$ cat src/cffr_pkg.sv
// constants and helpers for the cell fault flag register bank
package cffr_pkg;

  // register indexes, byte address is four times the index
  localparam logic [5:0] CFFR_IDX_GENERAL_DIAGNOSIS_SUMMARY = 6'h0B;
  localparam logic [5:0] CFFR_IDX_CELL_UNDERVOLTAGE_FLAGS  = 6'h0C;
  localparam logic [5:0] CFFR_IDX_CELL_OVERVOLTAGE_FLAGS  = 6'h0D;
  localparam logic [5:0] CFFR_IDX_EXT_TEMP = 6'h0E;
  localparam logic [5:0] CFFR_IDX_EXT_THR  = 6'h12;

  // geometry
  localparam int CFFR_NUM_CELLS = 12;
  localparam int CFFR_NUM_EXT   = 5;
  localparam int CFFR_EXT_BITS  = 15;
  localparam int CFFR_RES_W     = 16;

  // field positions
  localparam int CFFR_SUM_UV_BIT  = 12;
  localparam int CFFR_SUM_OV_BIT  = 13;
  localparam int CFFR_SUM_EXT_BIT = 10;
  localparam int CFFR_EXT_OT_OFS  = 2;
  localparam int CFFR_EXT_SH_OFS  = 1;
  localparam int CFFR_EXT_OL_OFS  = 0;

  // reset values
  localparam logic [15:0] CFFR_RST_FLAGS   = 16'h0000;
  localparam logic [15:0] CFFR_RST_EXT_THR = 16'h0000;

  // byte address to register index
  function automatic logic [5:0] cffr_addr_idx(input logic [7:0] addr);
    cffr_addr_idx = addr[7:2];
  endfunction : cffr_addr_idx

  // word alignment check
  function automatic logic cffr_aligned(input logic [7:0] addr);
    cffr_aligned = (addr[1:0] == 2'h0);
  endfunction : cffr_aligned

endpackage : cffr_pkg

$ cat src/cffr_reg_if.sv
// register access carrier between the bus slave and the register bank
`timescale 1ns/1ps
interface cffr_reg_if;
  logic        wr;
  logic [5:0]  idx;
  logic [15:0] wdata;
  logic [15:0] rdata;
  logic        hit;

  // bus side drives requests
  modport bus (output wr, idx, wdata, input rdata, hit);
  // register side answers
  modport regs (input wr, idx, wdata, output rdata, hit);
endinterface : cffr_reg_if

$ cat src/cffr_apb_slave.sv
// apb slave front end with zero wait states
`timescale 1ns/1ps
module cffr_apb_slave
  import cffr_pkg::*;
(
  // clock and reset
  input  wire logic        i_clk,
  input  wire logic        i_sys_rst,
  // apb
  input  wire logic        i_psel,
  input  wire logic        i_penable,
  input  wire logic        i_pwrite,
  input  wire logic [7:0]  i_paddr,
  input  wire logic [31:0] i_pwdata,
  output logic      [31:0] o_prdata,
  output logic             o_pready,
  output logic             o_pslverr,
  // register side
  cffr_reg_if.bus          rif
);

  typedef enum logic [0:0] {
    ST_IDLE   = 1'b0,
    ST_ACCESS = 1'b1
  } cffr_apb_st_t;

  cffr_apb_st_t state_ff;
  cffr_apb_st_t nxt_state;
  logic [31:0]  prdata_ff;
  logic [31:0]  nxt_prdata;
  logic         ok;

  // address decode
  assign rif.idx   = cffr_addr_idx(i_paddr);
  assign rif.wdata = i_pwdata[15:0];
  assign ok        = rif.hit && cffr_aligned(i_paddr);

  // write takes effect at the access edge
  assign rif.wr    = (state_ff == ST_ACCESS) && i_psel && i_penable && i_pwrite && ok;
  assign o_pready  = 1'b1;
  assign o_pslverr = i_psel && i_penable && !ok;
  assign o_prdata  = prdata_ff;

  // phase tracking and read capture in setup
  always_comb begin
    nxt_state  = state_ff;
    nxt_prdata = prdata_ff;
    case (state_ff)
      ST_IDLE: begin
        if (i_psel && !i_penable) begin
          nxt_state  = ST_ACCESS;
          nxt_prdata = (ok && !i_pwrite) ? {16'h0000, rif.rdata} : 32'h0000_0000;
        end
      end
      ST_ACCESS: begin
        if (i_psel && i_penable) begin
          nxt_state = ST_IDLE;
        end
      end
      default: nxt_state = ST_IDLE;
    endcase
  end

  // state registers
  always_ff @(posedge i_clk) begin
    if (i_sys_rst) begin
      state_ff  <= ST_IDLE;
      prdata_ff <= 32'h0000_0000;
    end else begin
      state_ff  <= nxt_state;
      prdata_ff <= nxt_prdata;
    end
  end

endmodule : cffr_apb_slave

$ cat src/cffr_flag_bank.sv
// sticky fault flags: hardware sets, write-zero or summary clears
`timescale 1ns/1ps
module cffr_flag_bank
  import cffr_pkg::*;
#(
  parameter int WIDTH = 12
) (
  // clock and reset
  input  wire logic             i_clk,
  input  wire logic             i_sys_rst,
  // events and clears
  input  wire logic [WIDTH-1:0] i_set,
  input  wire logic             i_wr,
  input  wire logic [WIDTH-1:0] i_wdata,
  input  wire logic             i_sum_clr,
  // flags
  output logic      [WIDTH-1:0] o_flags
);

  logic [WIDTH-1:0] flags_ff;
  logic [WIDTH-1:0] nxt_flags;
  logic [WIDTH-1:0] clr;

  // clear mask, detection wins over any clear
  always_comb begin
    clr = '0;
    if (i_wr) begin
      clr = ~i_wdata;
    end
    if (i_sum_clr) begin
      clr = '1;
    end
    nxt_flags = (flags_ff & ~clr) | i_set;
  end

  // flag registers, kept through sleep, cleared by reset and by write-zero or summary clears
  always_ff @(posedge i_clk) begin
    if (i_sys_rst) begin
      flags_ff <= CFFR_RST_FLAGS[WIDTH-1:0];
    end else begin
      flags_ff <= nxt_flags;
    end
  end

  assign o_flags = flags_ff;

endmodule : cffr_flag_bank

$ cat src/cffr_top.sv
// cell and external temperature fault flag register bank with apb access
//
// Local design decision: the APB interface to the registers.
`timescale 1ns/1ps

// Operation
// Bits 11..0 of the undervoltage register hold one sticky undervoltage flag per cell, reset 0.
// Writing zero to a summary bit of the general diagnosis register clears the cell flags too.
// A cell with its undervoltage flag set has its balancing switch held off.
// Bits 15..12 of both cell flag registers are reserved and reset to zero.
// Bits 11..0 of the overvoltage register at 0x0D hold one overvoltage flag per cell, reset 0.
// A cell with its overvoltage flag set has balancing held off, other cells unaffected.
// The overvoltage register resets to 0x0000 and keeps its flags through sleep.
// The external register at 0x0E holds overheat, short and open flags at 3n+2, 3n+1, 3n.
// An external channel's overheat flag sets when its result is below the threshold.
// Clearing summary bit 12 or 13 clears all flags of the matching cell register.
// Flags set only by detection, stay set, and a direct write clears bits written as zero.
module cffr_top
  import cffr_pkg::*;
#(
  parameter int NUM_CELLS = CFFR_NUM_CELLS,
  parameter int NUM_EXT   = CFFR_NUM_EXT,
  parameter int RES_W     = CFFR_RES_W
) (
  // clock and reset
  input  wire logic                     i_clk,
  input  wire logic                     i_sys_rst,
  // apb slave
  input  wire logic                     i_psel,
  input  wire logic                     i_penable,
  input  wire logic                     i_pwrite,
  input  wire logic [7:0]               i_paddr,
  input  wire logic [31:0]              i_pwdata,
  output logic      [31:0]              o_prdata,
  output logic                          o_pready,
  output logic                          o_pslverr,
  // cell comparator detections, one-cycle pulses or levels
  input  wire logic [NUM_CELLS-1:0]     i_cell_undervoltage_flags_det,
  input  wire logic [NUM_CELLS-1:0]     i_cell_overvoltage_flags_det,
  // external temperature channels
  input  wire logic [NUM_EXT-1:0]       i_ext_valid,
  input  wire logic [NUM_EXT*RES_W-1:0] i_ext_result,
  input  wire logic [NUM_EXT-1:0]       i_ext_short_det,
  input  wire logic [NUM_EXT-1:0]       i_ext_open_det,
  // balancing
  input  wire logic [NUM_CELLS-1:0]     i_bal_req,
  output logic      [NUM_CELLS-1:0]     o_bal_en,
  // flag status
  output logic      [NUM_CELLS-1:0]     o_cell_low_flag_n,
  output logic      [NUM_CELLS-1:0]     o_cell_high_flag_n,
  output logic      [3*NUM_EXT-1:0]     o_ext_flags
);

  cffr_reg_if rif ();

  logic [NUM_CELLS-1:0] uv_flags;
  logic [NUM_CELLS-1:0] ov_flags;
  logic [3*NUM_EXT-1:0] ext_flags;
  logic [3*NUM_EXT-1:0] ext_set;
  logic [RES_W-1:0]     thr_ff;
  logic [RES_W-1:0]     nxt_thr;
  logic [NUM_CELLS-1:0] bal_ff;
  logic [NUM_CELLS-1:0] nxt_bal;
  logic                 wr_gen;
  logic                 wr_uv;
  logic                 wr_ov;
  logic                 wr_ext;
  logic                 wr_thr;
  logic                 clr_uv;
  logic                 clr_ov;
  logic                 clr_ext;
  logic                 sum_uv;
  logic                 sum_ov;
  logic                 sum_ext;

  // bus front end
  cffr_apb_slave u_apb (
    .i_clk     (i_clk),
    .i_sys_rst (i_sys_rst),
    .i_psel    (i_psel),
    .i_penable (i_penable),
    .i_pwrite  (i_pwrite),
    .i_paddr   (i_paddr),
    .i_pwdata  (i_pwdata),
    .o_prdata  (o_prdata),
    .o_pready  (o_pready),
    .o_pslverr (o_pslverr),
    .rif       (rif.bus)
  );

  // write strobes per register
  assign wr_gen = rif.wr && (rif.idx == CFFR_IDX_GENERAL_DIAGNOSIS_SUMMARY);
  assign wr_uv  = rif.wr && (rif.idx == CFFR_IDX_CELL_UNDERVOLTAGE_FLAGS);
  assign wr_ov  = rif.wr && (rif.idx == CFFR_IDX_CELL_OVERVOLTAGE_FLAGS);
  assign wr_ext = rif.wr && (rif.idx == CFFR_IDX_EXT_TEMP);
  assign wr_thr = rif.wr && (rif.idx == CFFR_IDX_EXT_THR);

  // summary write-zero clears the detailed register
  assign clr_uv  = wr_gen && !rif.wdata[CFFR_SUM_UV_BIT];
  assign clr_ov  = wr_gen && !rif.wdata[CFFR_SUM_OV_BIT];
  assign clr_ext = wr_gen && !rif.wdata[CFFR_SUM_EXT_BIT];

  // undervoltage flags
  cffr_flag_bank #(
    .WIDTH (NUM_CELLS)
  ) u_uv (
    .i_clk     (i_clk),
    .i_sys_rst (i_sys_rst),
    .i_set     (i_cell_undervoltage_flags_det),
    .i_wr      (wr_uv),
    .i_wdata   (rif.wdata[NUM_CELLS-1:0]),
    .i_sum_clr (clr_uv),
    .o_flags   (uv_flags)
  );

  // overvoltage flags
  cffr_flag_bank #(
    .WIDTH (NUM_CELLS)
  ) u_ov (
    .i_clk     (i_clk),
    .i_sys_rst (i_sys_rst),
    .i_set     (i_cell_overvoltage_flags_det),
    .i_wr      (wr_ov),
    .i_wdata   (rif.wdata[NUM_CELLS-1:0]),
    .i_sum_clr (clr_ov),
    .o_flags   (ov_flags)
  );

  // external channel events, three flags per channel
  for (genvar n = 0; n < NUM_EXT; n++) begin : g_ext
    assign ext_set[3*n+CFFR_EXT_OT_OFS] = i_ext_valid[n] &&
      (i_ext_result[n*RES_W +: RES_W] < thr_ff);
    assign ext_set[3*n+CFFR_EXT_SH_OFS] = i_ext_short_det[n];
    assign ext_set[3*n+CFFR_EXT_OL_OFS] = i_ext_open_det[n];
  end

  // external temperature flags
  cffr_flag_bank #(
    .WIDTH (3*NUM_EXT)
  ) u_ext (
    .i_clk     (i_clk),
    .i_sys_rst (i_sys_rst),
    .i_set     (ext_set),
    .i_wr      (wr_ext),
    .i_wdata   (rif.wdata[3*NUM_EXT-1:0]),
    .i_sum_clr (clr_ext),
    .o_flags   (ext_flags)
  );

  // summary bits follow the detailed registers
  assign sum_uv  = |uv_flags;
  assign sum_ov  = |ov_flags;
  assign sum_ext = |ext_flags;

  // threshold and balancing next values
  always_comb begin
    nxt_thr = thr_ff;
    if (wr_thr) begin
      nxt_thr = rif.wdata[RES_W-1:0];
    end
    nxt_bal = i_bal_req & ~uv_flags & ~ov_flags;  // see
  end

  // threshold and balancing registers
  always_ff @(posedge i_clk) begin
    if (i_sys_rst) begin
      thr_ff <= CFFR_RST_EXT_THR;
      bal_ff <= '0;
    end else begin
      thr_ff <= nxt_thr;
      bal_ff <= nxt_bal;
    end
  end

  // read mux, reserved bits read zero
  always_comb begin
    rif.rdata = 16'h0000;
    rif.hit   = 1'b1;
    case (rif.idx)
      CFFR_IDX_GENERAL_DIAGNOSIS_SUMMARY: begin
        rif.rdata[CFFR_SUM_UV_BIT]  = sum_uv;
        rif.rdata[CFFR_SUM_OV_BIT]  = sum_ov;
        rif.rdata[CFFR_SUM_EXT_BIT] = sum_ext;
      end
      CFFR_IDX_CELL_UNDERVOLTAGE_FLAGS: begin
        rif.rdata[NUM_CELLS-1:0] = uv_flags;
      end
      CFFR_IDX_CELL_OVERVOLTAGE_FLAGS: begin
        rif.rdata[NUM_CELLS-1:0] = ov_flags;
      end
      CFFR_IDX_EXT_TEMP: begin
        rif.rdata[3*NUM_EXT-1:0] = ext_flags;
      end
      CFFR_IDX_EXT_THR: begin
        rif.rdata[RES_W-1:0] = thr_ff;
      end
      default: rif.hit = 1'b0;
    endcase
  end

  // status outputs
  assign o_bal_en           = bal_ff;
  assign o_cell_low_flag_n  = uv_flags;
  assign o_cell_high_flag_n = ov_flags;
  assign o_ext_flags        = ext_flags;

endmodule : cffr_top

$ cat config.mk
export PLATFORM = sky130hd
export DESIGN_NAME = cffr_top
export DESIGN_NICKNAME = d
export VERILOG_FILES = /design/src/cffr_pkg.sv /design/src/cffr_reg_if.sv /design/src/cffr_apb_slave.sv /design/src/cffr_flag_bank.sv /design/src/cffr_top.sv
export SDC_FILE = /design/constraint.sdc
export NUM_CORES = 1
export LEC_CHECK = 0
export BUFFER_PORTS_ARGS = -buffer_cell sky130_fd_sc_hd__buf_2
export CORE_MARGIN = 2
export CORE_UTILIZATION = 51
export DETAILED_ROUTE_END_ITERATION = 16
export PLACE_DENSITY = 0.9
export SLEW_MARGIN = 40
export SYNTH_ARGS = -nofsm -noshare
export SYNTH_HDL_FRONTEND = slang
export SYNTH_SLANG_ARGS = --single-unit
export TNS_END_PERCENT = 50
$ cat constraint.sdc
create_clock -name i_clk -period 2.5 [get_ports i_clk]
set_input_delay 0.125 -clock i_clk [delete_from_list [all_inputs] [get_ports i_clk]]
set_output_delay 0.125 -clock i_clk [all_outputs]
set_load 0.02 [all_outputs]
==> impl_metrics.tcl <==
set metrics [dict create \
    ys_ff_latch 84 \
    path_max_fanout 5 \
    track_usage_pct 29.9 \
    fin_worst_skew_ps 14.8 \
    synthAdderAreaFrac_pct 17.7 \
    pwr_density_cell_nw_per_um2 449 \
    fp-row-count 37 \
    synth_simple_gate_area_share_pct 16.3 \
    clkSinkCount 84 \
    grt_pass1_vias 5430 \
    root_buffer "clkbuf_8" \
    vias_per_cell 5.89 \
    die_height_um 106 \
    ctsLongestPathBuffers 2 \
    drt_iter0_markers 442 \
    final_net_count 1104 \
    slowest_stage "o311ai_0" \
    yosys_warnings 0 \
    synth_xor_area_share_pct 0 \
    synth_compound_gate_area_share_pct 25.7 \
    cp-end-kind "flop" \
    place_area_um2 6510 \
    die_area_um2 11200 \
    drt-total-wl_um 17300 \
    dp_hpwl_um 13400 \
    drt-wirelength-per-cell_um 17.4 \
    cts_tree "done" \
    fillers 919 \
    async_reset_ff_share_pct 0 \
    ant_nets 0 \
    rsz0062_at_grt "false" \
    ir_drop_v 0.000351 \
    synth_top_family_by_area "compound AO/OA/AOI/OAI gates" \
    final_layout_size_suffix_gt1_share_pct 30.1 \
    core-area_um2 10200 \
    post_cts_buffers 0 \
    synth_cells 628 \
    relSlewSlack_pct 54.5 \
    synth_edf_count 0 \
    cts_resized 0 \
    slew_violations 0 \
    clock_latency_ps 360 \
    die_w_um 106 \
    grt_max_degree 57 \
    status "completed" \
    required_ps 2800 \
    fin_crit_sh_pct 77.8 \
    vias 5857 \
    ctsHoldBuffers 3 \
    final_cell_area_um2 6760 \
    io_pins 261 \
    cp.arrival_ps 2240 \
    timing_worst_slew_pin_value_ps 682 \
    io_buffers 227 \
    start_kind "flop" \
    n_antenna_cell 0 \
    final-setup-viol-count 0 \
    cts-htree-levels 3 \
    overflow 0 \
    crit_path_cell_trace "inv_1 > ha_1 > nor3b_1 > nor2_1 > o311ai_0 > o2111ai_1 > o22ai_1" \
    syn_area_um2 5310 \
    post-route-drc-count 0 \
    leakagePower_nw 3.02 \
    syn_area_per_cell_um2 8.46 \
    setup_tns_ps 0 \
    start_util_pct 51.9 \
    antenna_found_initial 0 \
    area_growth_pct 27.2 \
    place_congestion 0.920 \
    yosysSeqAreaShare_pct 31.7 \
    synthMuxAreaShare_pct 0 \
    ys_types 52 \
    max_freq_mhz 514 \
    cp_slowest_stage_delay_ps 510 \
    path_class "reg2reg" \
    min_path_type "in2reg" \
    hold_viol 0 \
    finalCriticalPeriod_ps 1940 \
    path_clk_slew_ps 100 \
    grt_pass1_wl_um 26900 \
    cts_made_buffers 9 \
    ys.flop_type "dfxtp_1" \
    drt_first_pass_iters 6 \
    drv_cap 0 \
]
power breakdown:
group / total (mW) / internal, mW / switching, mW
Clock: 0.901 / 0.372 / 0.529
Combinational: 0.651 / 0.277 / 0.374
Sequential: 1.48 / 1.40 / 0.0798
through the flow:
stage	hold slack (ps)	setup slack [ps]	instances	power [mW]	util [%]
final	6.11	555	994	3.04	66.0
after global routing	2.77	402	994	3.18	66.0
after CTS	6.77	570	990	3.02	65.6
after detailed placement	351	605	971	2.14	63.6
after global placement	355	638	971	2.13	63.6
after floorplan	242	832	643	1.86	-
per-layer routing:
metal / GRT usage, % / wire [µm] / vias up
li1: - / - / 2784
met1: 38.1 / 7040 / 2710
met2: 49.3 / 8270 / 307
met3: 6.19 / 1310 / 56
met4: 12.3 / 644 / 0
met5: 0 / 0 / -
cells in the final DEF, fill, tap and decap left out, types with 9 or more instances in the layout:
cell type / count
o21ai_0: 48
dfxtp_1: 84
inv_1: 53
nand4_1: 10
nand2_1: 70
a222oi_1: 12
ha_1: 75
nor2_1: 17
a22oi_1: 12
buf_2: 227
nor4_1: 10
a21oi_1: 45
conb_1: 17
clkbuf_8: 9
nand3_1: 12
nor4b_1: 12
buf_4: 9
a221oi_1: 13
o22ai_1: 37
registers in the layout, summed over array words and instances, names as in the netlist, named ones only:
name / count
thr_ff: 16
u_ext.o_flags: 15
o_bal_en: 12
u_ov.o_flags: 12
u_apb.o_prdata: 16
u_uv.o_flags: 12
cell type report:
class,count,area (µm²),share of cell area [%]
Clock buffer,10,128,1.89
Clock inverter,6,48.8,0.722
Inverter,53,199,2.94
Multi-Input combinational cell,461,3230,47.9
Sequential cell,84,1680,24.9
Tap cell,136,170,2.52
Timing Repair Buffer,244,1290,19.2
logic make-up after synthesis:
family,Yosys count
compound gates,210
fa+ha+maj,75
buf+inv,98
flops,84
other cells,2
simple gates,159
worst paths after layout:
kind                                   start                 end  slack [ps]  cells past startpoint
max                                thr_ff[1]   u_ext.o_flags[14]         560                      7
min          i_cell_overvoltage_flags_det[1]     u_ov.o_flags[1]           6                      3
max reg2reg                        thr_ff[1]   u_ext.o_flags[14]         560                      7
min reg2reg               u_apb.o_prdata[15]  u_apb.o_prdata[15]         480                      2
synth_stat cells (13+ instances only):
master / number / area, µm²
ha_1: 75 / 938
inv_1: 53 / 199
o21ai_0: 48 / 240
o22ai_1: 37 / 231
dfxtp_1: 84 / 1680
clkbuf_1: 16 / 60.1
buf_4: 20 / 150
a221oi_1: 13 / 114
a21oi_1: 45 / 225
nor2_1: 17 / 63.8
nand2_1: 70 / 263
worst max-delay path: cells and delay by family (launching register included):
family	cells	cell delay [ps]
fa+ha+maj	1	230
compound gates	3	890
flops	1	360
buf+inv	1	130
simple gates	2	280
Note: power is estimated with default switching activity, not from simulation.
